[src/verilog/dsmc_pkg.sv]
// shared constants and types for the drive state and mode command block
package dsmc_pkg;
  // operating state codes
  localparam logic [3:0] ST_SWITCH_ON_DISABLED = 4'h3;
  localparam logic [3:0] ST_READY = 4'h4;
  localparam logic [3:0] ST_SWITCHED_ON = 4'h5;
  localparam logic [3:0] ST_OP_ENABLED = 4'h6;
  localparam logic [3:0] ST_QUICK_STOP = 4'h7;
  localparam logic [3:0] ST_FAULT_REACTION = 4'h8;
  localparam logic [3:0] ST_FAULT = 4'h9;
  localparam logic [3:0] ST_RESET_VALUE = 4'h3;
  // control word bit positions
  localparam int CW_DISABLE = 0;
  localparam int CW_ENABLE = 1;
  localparam int CW_QSTOP = 2;
  localparam int CW_FAULT_CLEAR = 3;
  localparam int CW_RESERVED = 4;
  localparam int CW_HALT_SET = 5;
  localparam int CW_HALT_CLEAR = 6;
  localparam int CW_CONTINUE = 7;
  localparam int MODE_TOGGLE_POS = 7;
  // mode action codes
  localparam logic [6:0] MC_NONE = 7'h00;
  localparam logic [6:0] MC_JOG = 7'h01;
  localparam logic [6:0] MC_DIM_SET = 7'h02;
  localparam logic [6:0] MC_REF_MOVE = 7'h12;
  localparam logic [6:0] MC_POS_ABS = 7'h03;
  localparam logic [6:0] MC_POS_REL_TGT = 7'h13;
  localparam logic [6:0] MC_POS_REL_MOT = 7'h23;
  localparam logic [6:0] MC_VELOCITY = 7'h04;
  localparam logic [6:0] MC_GEAR_RT = 7'h05;
  localparam logic [6:0] MC_GEAR_COMP = 7'h15;
  localparam logic [6:0] MC_CURRENT = 7'h16;
  localparam logic [6:0] MC_SPEED = 7'h17;
  // drive state report layout, bytes 9 and 10
  localparam int DSR_STATE_LSB = 0;
  localparam int DSR_WARN = 4;
  localparam int DSR_ERROR = 5;
  localparam int DSR_HALT = 6;
  localparam int DSR_MODE_ACTIVE = 7;
  localparam int DSR_MODE_DONE = 8;
  localparam int DSR_MODE_REFUSED = 9;
  localparam int DSR_POWER_ON = 10;
  // outgoing process data bytes
  typedef struct packed {
    logic [15:0] drive_state_report;
    logic [7:0] active_mode_report;
    logic [7:0] input_signals;
    logic [31:0] actual_position;
    logic [31:0] configurable;
  } dsmc_return_type;
  // incoming cyclic frame
  typedef struct packed {
    logic [7:0] state_change_control_word;
    logic [7:0] mode_select_and_toggle;
    logic [15:0] reference_word_two;
    logic [15:0] reference_word_three;
    logic [15:0] reference_word_four;
  } dsmc_frame_type;
  // accepted mode job towards the motion core
  typedef struct packed {
    logic [6:0] code;
    logic [15:0] ref_16;
    logic [31:0] ref_32;
  } dsmc_job_type;
endpackage : dsmc_pkg

[src/verilog/dsmc_top.sv]
// drive state and mode command interpreter
`timescale 1ns/1ns
module dsmc_top
  import dsmc_pkg::*;
(
  input wire logic mclk,
  input wire logic srst,
  input wire logic frame_valid,
  input wire dsmc_pkg::dsmc_frame_type frame,
  input wire logic acyc_write,
  input wire logic [7:0] acyc_control_word,
  input wire logic [7:0] input_pins,
  input wire logic [31:0] actual_position,
  input wire logic [31:0] configurable_data,
  input wire logic standstill,
  input wire logic init_done,
  input wire logic class1_error,
  input wire logic severe_error,
  input wire logic error_response_done,
  input wire logic warning,
  output dsmc_pkg::dsmc_return_type return_data,
  output logic return_valid,
  output logic power_stage_on,
  output logic quick_stop,
  output logic halt,
  output logic mode_start,
  output dsmc_pkg::dsmc_job_type mode_job,
  output logic mode_running
);
  import dsmc_pkg::*;

  typedef enum logic [6:0] {
    S_DISABLED = 7'b000_0001,
    S_READY = 7'b000_0010,
    S_SWITCHED_ON = 7'b000_0100,
    S_OP_ENABLED = 7'b000_1000,
    S_QUICK_STOP = 7'b001_0000,
    S_FAULT_REACT = 7'b010_0000,
    S_FAULT = 7'b100_0000
  } dsmc_state_type;

  // two-stage synchronisers for pins and external status levels
  logic [7:0] pins_s1, pins_s2;
  logic [5:0] stat_s1, stat_s2;
  always_ff @(posedge mclk) begin
    if (srst) begin
      pins_s1 <= 8'h00;
      pins_s2 <= 8'h00;
      stat_s1 <= 6'b00_0000;
      stat_s2 <= 6'b00_0000;
    end else begin
      pins_s1 <= input_pins;
      pins_s2 <= pins_s1;
      stat_s1 <= {standstill, init_done, class1_error, severe_error,
                  error_response_done, warning};
      stat_s2 <= stat_s1;
    end
  end
  logic still, inited, err1, err_sev, err_done, warn;
  always_comb begin
    {still, inited, err1, err_sev, err_done, warn} = stat_s2;
  end

  // edge detection on the cyclic control word and mode toggle
  logic [7:0] cw_rise;
  logic mode_toggled;
  dsmc_edge u_edge (
    .mclk(mclk),
    .srst(srst),
    .sample(frame_valid),
    .cw(frame.state_change_control_word),
    .toggle_in(frame.mode_select_and_toggle[MODE_TOGGLE_POS]),
    .rise(cw_rise),
    .toggled(mode_toggled)
  );

  // cyclic edges and acyclic level writes merge into one command set
  logic [7:0] cmd;
  always_comb begin
    cmd = cw_rise;
    if (acyc_write) begin
      cmd = cmd | acyc_control_word;
    end
    cmd[CW_RESERVED] = 1'b0;
  end

  // encoding of the one-hot state into the reported number
  function automatic logic [3:0] state_code(input dsmc_state_type s);
    case (s)
      S_DISABLED: state_code = ST_SWITCH_ON_DISABLED;
      S_READY: state_code = ST_READY;
      S_SWITCHED_ON: state_code = ST_SWITCHED_ON;
      S_OP_ENABLED: state_code = ST_OP_ENABLED;
      S_QUICK_STOP: state_code = ST_QUICK_STOP;
      S_FAULT_REACT: state_code = ST_FAULT_REACTION;
      S_FAULT: state_code = ST_FAULT;
      default: state_code = ST_RESET_VALUE;
    endcase
  endfunction : state_code

  // known mode code check
  function automatic logic code_known(input logic [6:0] c);
    case (c)
      MC_JOG, MC_VELOCITY: code_known = 1'b1;
      MC_DIM_SET, MC_REF_MOVE: code_known = 1'b1;
      MC_POS_ABS, MC_POS_REL_TGT, MC_POS_REL_MOT: code_known = 1'b1;
      MC_GEAR_RT, MC_GEAR_COMP: code_known = 1'b1;
      MC_CURRENT, MC_SPEED: code_known = 1'b1;
      default: code_known = 1'b0;
    endcase
  endfunction : code_known

  function automatic logic is_torque_speed(input logic [6:0] c);
    is_torque_speed = (c == MC_CURRENT) || (c == MC_SPEED);
  endfunction : is_torque_speed

  // operating state machine
  dsmc_state_type state, next_state;
  logic class1_qs;
  always_comb begin
    next_state = state;
    case (state)
      S_DISABLED: begin
        if (inited) begin
          next_state = S_READY;
        end
      end
      S_READY: begin
        if (cmd[CW_ENABLE]) begin
          next_state = S_SWITCHED_ON;
        end
      end
      S_SWITCHED_ON: begin
        if (cmd[CW_DISABLE]) begin
          next_state = S_DISABLED;
        end else begin
          next_state = S_OP_ENABLED;
        end
      end
      S_OP_ENABLED: begin
        if (cmd[CW_DISABLE]) begin
          next_state = S_DISABLED;
        end else if (cmd[CW_QSTOP] || err1) begin
          next_state = S_QUICK_STOP;
        end
      end
      S_QUICK_STOP: begin
        if (cmd[CW_DISABLE]) begin
          next_state = S_DISABLED;
        end else if (cmd[CW_FAULT_CLEAR] && class1_qs) begin
          next_state = S_OP_ENABLED;
        end
      end
      S_FAULT_REACT: begin
        if (err_done) begin
          next_state = S_FAULT;
        end
      end
      S_FAULT: begin
        if (cmd[CW_FAULT_CLEAR] && !err_sev) begin
          next_state = S_DISABLED;
        end
      end
      default: next_state = S_DISABLED;
    endcase
    if (err_sev && state != S_FAULT_REACT && state != S_FAULT) begin
      next_state = S_FAULT_REACT;
    end
  end

  always_ff @(posedge mclk) begin
    if (srst) begin
      state <= S_DISABLED;
    end else begin
      state <= next_state;
    end
  end

  // quick stop cause: remembered class 1 error
  always_ff @(posedge mclk) begin
    if (srst) begin
      class1_qs <= 1'b0;
    end else if (state == S_OP_ENABLED && next_state == S_QUICK_STOP) begin
      class1_qs <= err1;
    end
  end

  // halt condition; set wins if both edges arrive together
  logic halted_mode;
  always_ff @(posedge mclk) begin
    if (srst) begin
      halt <= 1'b0;
    end else if (cmd[CW_HALT_SET]) begin
      halt <= 1'b1;
    end else if (cmd[CW_HALT_CLEAR]) begin
      halt <= 1'b0;
    end
  end

  // mode acceptance
  logic [6:0] req_code;
  logic mode_allowed, accept, resume;
  dsmc_job_type cur_job, new_job;
  always_comb begin
    req_code = frame.mode_select_and_toggle[6:0];
    new_job.code = req_code;
    new_job.ref_16 = frame.reference_word_two;
    new_job.ref_32 = {frame.reference_word_three, frame.reference_word_four};
    mode_allowed = (state == S_OP_ENABLED) && code_known(req_code) && !halt;
    if (mode_running) begin
      mode_allowed = mode_allowed && is_torque_speed(req_code)
                     && is_torque_speed(cur_job.code);
    end
    accept = mode_toggled && mode_allowed;
    resume = cmd[CW_CONTINUE] && halted_mode && !halt
             && (state == S_OP_ENABLED);
  end

  dsmc_regs u_regs (
    .mclk(mclk),
    .srst(srst),
    .we(accept),
    .wdata(new_job),
    .rdata(cur_job)
  );

  // running, completion and halt bookkeeping
  logic mode_done, mode_refused, toggle_echo;
  // start pulse and the job handed to the motion core
  always_ff @(posedge mclk) begin
    if (srst) begin
      mode_start <= 1'b0;
      mode_job <= '0;
    end else begin
      mode_start <= accept | resume;
      if (accept) begin
        mode_job <= new_job;
      end else if (resume) begin
        mode_job <= cur_job;
      end
    end
  end

  // toggle echo and refusal flag
  always_ff @(posedge mclk) begin
    if (srst) begin
      toggle_echo <= 1'b0;
      mode_refused <= 1'b0;
    end else if (accept) begin
      toggle_echo <= frame.mode_select_and_toggle[MODE_TOGGLE_POS];
      mode_refused <= 1'b0;
    end else if (mode_toggled) begin
      mode_refused <= 1'b1;
    end
  end

  // running, completion and halted-mode tracking
  always_ff @(posedge mclk) begin
    if (srst) begin
      mode_running <= 1'b0;
      halted_mode <= 1'b0;
      mode_done <= 1'b0;
    end else begin
      if (accept || resume) begin
        mode_running <= 1'b1;
        mode_done <= 1'b0;
        halted_mode <= 1'b0;
      end else if (mode_running && state != S_OP_ENABLED) begin
        mode_running <= 1'b0; // discontinued by state change
        halted_mode <= 1'b0;
      end else if (mode_running && still && !mode_start) begin
        mode_running <= 1'b0;
        mode_done <= 1'b1;
        halted_mode <= halt;
      end
    end
  end

  // return strobe follows each frame by one cycle
  always_ff @(posedge mclk) begin
    if (srst) begin
      return_valid <= 1'b0;
    end else begin
      return_valid <= frame_valid;
    end
  end

  // power stage and quick stop outputs decoded from the state
  always_ff @(posedge mclk) begin
    if (srst) begin
      power_stage_on <= 1'b0;
      quick_stop <= 1'b0;
    end else begin
      power_stage_on <= (state == S_OP_ENABLED) || (state == S_QUICK_STOP);
      quick_stop <= (state == S_QUICK_STOP);
    end
  end

  // returned process data
  always_ff @(posedge mclk) begin
    if (srst) begin
      return_data <= '0;
    end else begin
      return_data.drive_state_report <= '0;
      return_data.drive_state_report[DSR_STATE_LSB +: 4] <= state_code(state);
      return_data.drive_state_report[DSR_WARN] <= warn;
      return_data.drive_state_report[DSR_ERROR] <= (state == S_FAULT)
                                                   || (state == S_FAULT_REACT);
      return_data.drive_state_report[DSR_HALT] <= halt;
      return_data.drive_state_report[DSR_MODE_ACTIVE] <= mode_running;
      return_data.drive_state_report[DSR_MODE_DONE] <= mode_done;
      return_data.drive_state_report[DSR_MODE_REFUSED] <= mode_refused;
      return_data.drive_state_report[DSR_POWER_ON] <= power_stage_on;
      return_data.active_mode_report <= {toggle_echo, cur_job.code};
      return_data.input_signals <= pins_s2;
      return_data.actual_position <= actual_position;
      if (frame_valid) begin
        return_data.configurable <= configurable_data;
      end
    end
  end
endmodule : dsmc_top

[src/verilog/dsmc_edge.sv]
// rising edge and toggle detection across process-data cycles
`timescale 1ns/1ns
module dsmc_edge (
  input wire logic mclk,
  input wire logic srst,
  input wire logic sample,
  input wire logic [7:0] cw,
  input wire logic toggle_in,
  output logic [7:0] rise,
  output logic toggled
);
  logic [7:0] cw_prev;
  logic toggle_prev;
  // previous samples kept per cycle
  always_ff @(posedge mclk) begin
    if (srst) begin
      cw_prev <= 8'h00;
      toggle_prev <= 1'b0;
    end else if (sample) begin
      cw_prev <= cw;
      toggle_prev <= toggle_in;
    end
  end
  // edge events valid only with the cycle strobe
  always_comb begin
    rise = sample ? (cw & ~cw_prev) : 8'h00;
    toggled = sample & (toggle_in ^ toggle_prev);
  end
endmodule : dsmc_edge

[src/verilog/dsmc_regs.sv]
// small register store for the accepted mode job
`timescale 1ns/1ns
module dsmc_regs
  import dsmc_pkg::*;
(
  input wire logic mclk,
  input wire logic srst,
  input wire logic we,
  input wire dsmc_pkg::dsmc_job_type wdata,
  output dsmc_pkg::dsmc_job_type rdata
);
  // registered read data
  always_ff @(posedge mclk) begin
    if (srst) begin
      rdata <= '0;
    end else if (we) begin
      rdata <= wdata;
    end
  end
endmodule : dsmc_regs

[config.mk]
export PLATFORM = sky130hd
export DESIGN_NAME = dsmc_top
export DESIGN_NICKNAME = d
export VERILOG_FILES = /design/src/verilog/dsmc_pkg.sv /design/src/verilog/dsmc_top.sv /design/src/verilog/dsmc_edge.sv /design/src/verilog/dsmc_regs.sv
export SDC_FILE = /design/constraint.sdc
export NUM_CORES = 1
export LEC_CHECK = 0
export BUFFER_PORTS_ARGS = -buffer_cell sky130_fd_sc_hd__buf_2
export CELL_PAD_IN_SITES_DETAIL_PLACEMENT = 0
export CELL_PAD_IN_SITES_GLOBAL_PLACEMENT = 1
export CORE_UTILIZATION = 40
export CTS_CLUSTER_DIAMETER = 80
export DETAILED_ROUTE_END_ITERATION = 10
export MAX_ROUTING_LAYER = met4
export PLACE_DENSITY = 0.94
export SLEW_MARGIN = 20
export SYNTH_ARGS = -nofsm -noshare
export SYNTH_HDL_FRONTEND = slang
export SYNTH_SLANG_ARGS = --single-unit
[constraint.sdc]
create_clock -name mclk -period 4.1 [get_ports mclk]
set_input_delay 1.025 -clock mclk [delete_from_list [all_inputs] [get_ports mclk]]
set_output_delay 1.025 -clock mclk [all_outputs]
set_load 0.02 [all_outputs]
==> impl_metrics.toml <==
[grt]
grt_pass1_vias = 7276
grt_antenna_before_repair = 0
use_met3_pct = 4.85
grt_pass1_wl_um = 36600
grt_usage_pct = 19.0
grt_max_degree = 154
busiest_layer = "met2"
gr-usage-met2_pct = 32.6
met1_usage_pct = 21.8
grt_remaining_overflow = 0

[drt]
ant_nets = 0
initialDrtViolationCount = 319
wl_um = 24000
via_per_inst = 4.94
wl_per_cell_um = 14.8
dr.pass1.iters = 5
vias = 7996
drc = 0

[layout]
area_growth_pct = 27.9
fill_cells = 2205
diodes = 0
finish.instance_area_sq_um = 12200
num-nets-final = 1434
final_util_pct = 52.2
drive_above_1_share_pct = 28.2

[timing]
rsz0062_at_grt = "no"
slew_headroom_pct = 33.8
holdWs_ns = 0.433
fmax_ghz = 0.348
fin_skew_ns = 0.0215
finalCriticalPeriod_ns = 2.88
setup_tns_ns = 0
tightest_slew_ns = 0.992
slew_violations = 0
finalCritPeriodShare_pct = 70.2
hold_violations = 0
setup_violations = 0

[clock_network]
clock_path_buffers = 3
ctsHoldBuffers = 0
post_cts_buffers = 0
clock_latency_ns = 0.54
htreeDepth = 1
cts_buffers = 27
clk_pin_slew_ns = 0.06
root_buffer = "clkbuf_16"
cts.repair.resized = 0
cts.sinks = 255
cts_tree = "built"

[run]
maxCapViolCount = 0

[setup_path]
regToRegSetupSlack_ns = 1.23
path_class = "in -> reg"
crit_path_end_kind = "flop"
crit_required_ns = 4.58
start_kind = "input pin"
critPathMaxFanout = 36
arrival_ns = 3.36

[pwr]
ir_drop_uv = 335
power_density_nw_per_um2 = 450
power_uw = 5490
p_leak_uw = 0.00630

[logic_synthesis]
ys_top_cells_by_area = "dfxtp_1, mux2i_1, nor2_1"
synth_top_cell_by_area = "dfxtp_1"
synth_ff_type = "dfxtp_1"
synth_seq_cells = 255
ys.warnings.count = 0
synthCells = 1021
synth_cell_types = 49
synth_seq_area_share_pct = 53.5
avgSynthCellArea_sq_um = 9.35
async_flop_share_pct = 0
synth-edff-count = 0
syn_area_sq_um = 9540
synth_top_area_share_pct = 53.5

[status]
status = "finished clean"

[floorplanning]
core_sq_um = 23400
dieArea_sq_um = 24500
die_y_um = 156
rows = 56
ios = 311
fp.dieW_um = 156
floorplan.initialDensity_pct = 40.8

[hold_path]
hold_class = "reg -> reg"

[placed_design]
dp_hpwl_um = 15600
port_buffers = 303
gp_congestion = 0.878
place_area_sq_um = 11300
==> cell families (layout without fill, tap and decap cells) <==
kind of cell              Yosys count  in the layout  synth area share (%)
AOI/OAI and AO/OA                 112            112                  8.92
other                               1              5                0.0393
muxes                              91             91                  9.54
and+or+nand+nor                   463            463                  23.2
xor gates and xnor gates            5              5                 0.459
buffers and inverters              94            369                  4.30
DFF                               255            255                  53.5
==> metrics by stage <==
stage	setup slack, ns	cells
6_report	1.22	1619
5_1_grt	1.06	1619
4_1_cts	1.24	1619
3_5_place_dp	0.666	1570
3_3_place_gp	0.751	1570
2_1_floorplan	1.23	1025
==> cell usage in the layout (no fill, tap or decap), types with 4 or more instances in the layout <==
cell type,n
a211oi_1,6
a21oi_1,18
a31oi_1,4
buf_12,5
buf_2,302
buf_4,5
clkbuf_16,27
clkbuf_8,7
conb_1,5
dfxtp_1,255
inv_1,7
mux2i_1,91
nand2_1,20
nand2b_1,9
nand3_1,4
nor2_1,207
nor2b_1,87
nor3_1,108
nor4_1,4
o21ai_0,11
o22a_1,53
==> critical path, cell delays in order <==
cell and delay [ns]:
buf_2 0.13, or4b_1 0.51, o31ai_1 0.25, nand3_1 0.20, a21o_2 0.44, buf_4 0.36, nor3_1 0.25, o22a_1 0.14
==> cell usage after synthesis, types with 9 or more instances <==
library cell / instances
nor3_1: 108
o22a_1: 53
buf_2: 10
a21oi_1: 18
nor2_1: 207
o21ai_0: 11
nand2_1: 20
clkbuf_1: 58
dfxtp_1: 255
buf_4: 10
nor2b_1: 87
nand2b_1: 9
mux2i_1: 91
==> flip-flops by register name (all words and copies together), names as in the netlist, 6 cells and up <==
signal and count:
stat_s1 6, state 7, pins_s2 8, return_data 91, pins_s1 8, u_regs.rdata 55
u_edge.cw_prev 7, stat_s2 6, mode_job 55
==> worst paths after layout <==
path	from	end	depth (start not counted)
hold reg to reg	pins_s2[5]	return_data[69]	1
setup reg to reg	state[6]	mode_job[30]	8
setup / recovery	frame[53]	mode_job[36]	8
hold / removal	pins_s2[5]	return_data[69]	1
==> where the power goes <==
| part | internal (uW) | switching, uW | leakage (uW) |
|---|---|---|---|
| Sequential | 2540 | 24.8 | 0.00208 |
| Clock | 1540 | 1020 | 0.000463 |
| Combinational | 158 | 218 | 0.00375 |
==> layout make-up <==
| class | instances | area [sq um] | area share [%] |
|---|---|---|---|
| multi-input cells | 676 | 4060 | 33.3 |
| clock inverters | 13 | 174 | 1.42 |
| repair buffers | 313 | 1660 | 13.6 |
| well taps | 319 | 399 | 3.27 |
| clock buffers | 36 | 779 | 6.39 |
| inverters | 7 | 26.3 | 0.215 |
| flip-flops and latches | 255 | 5100 | 41.8 |
==> layer usage <==
metal / part of all wire [%] / vias up
met5: 0 / -
met4: 2.0 / 0
met3: 8.6 / 35
met2: 48 / 269
met1: 42 / 3694
li1: - / 3998
Power figures use the tool's default switching activity.
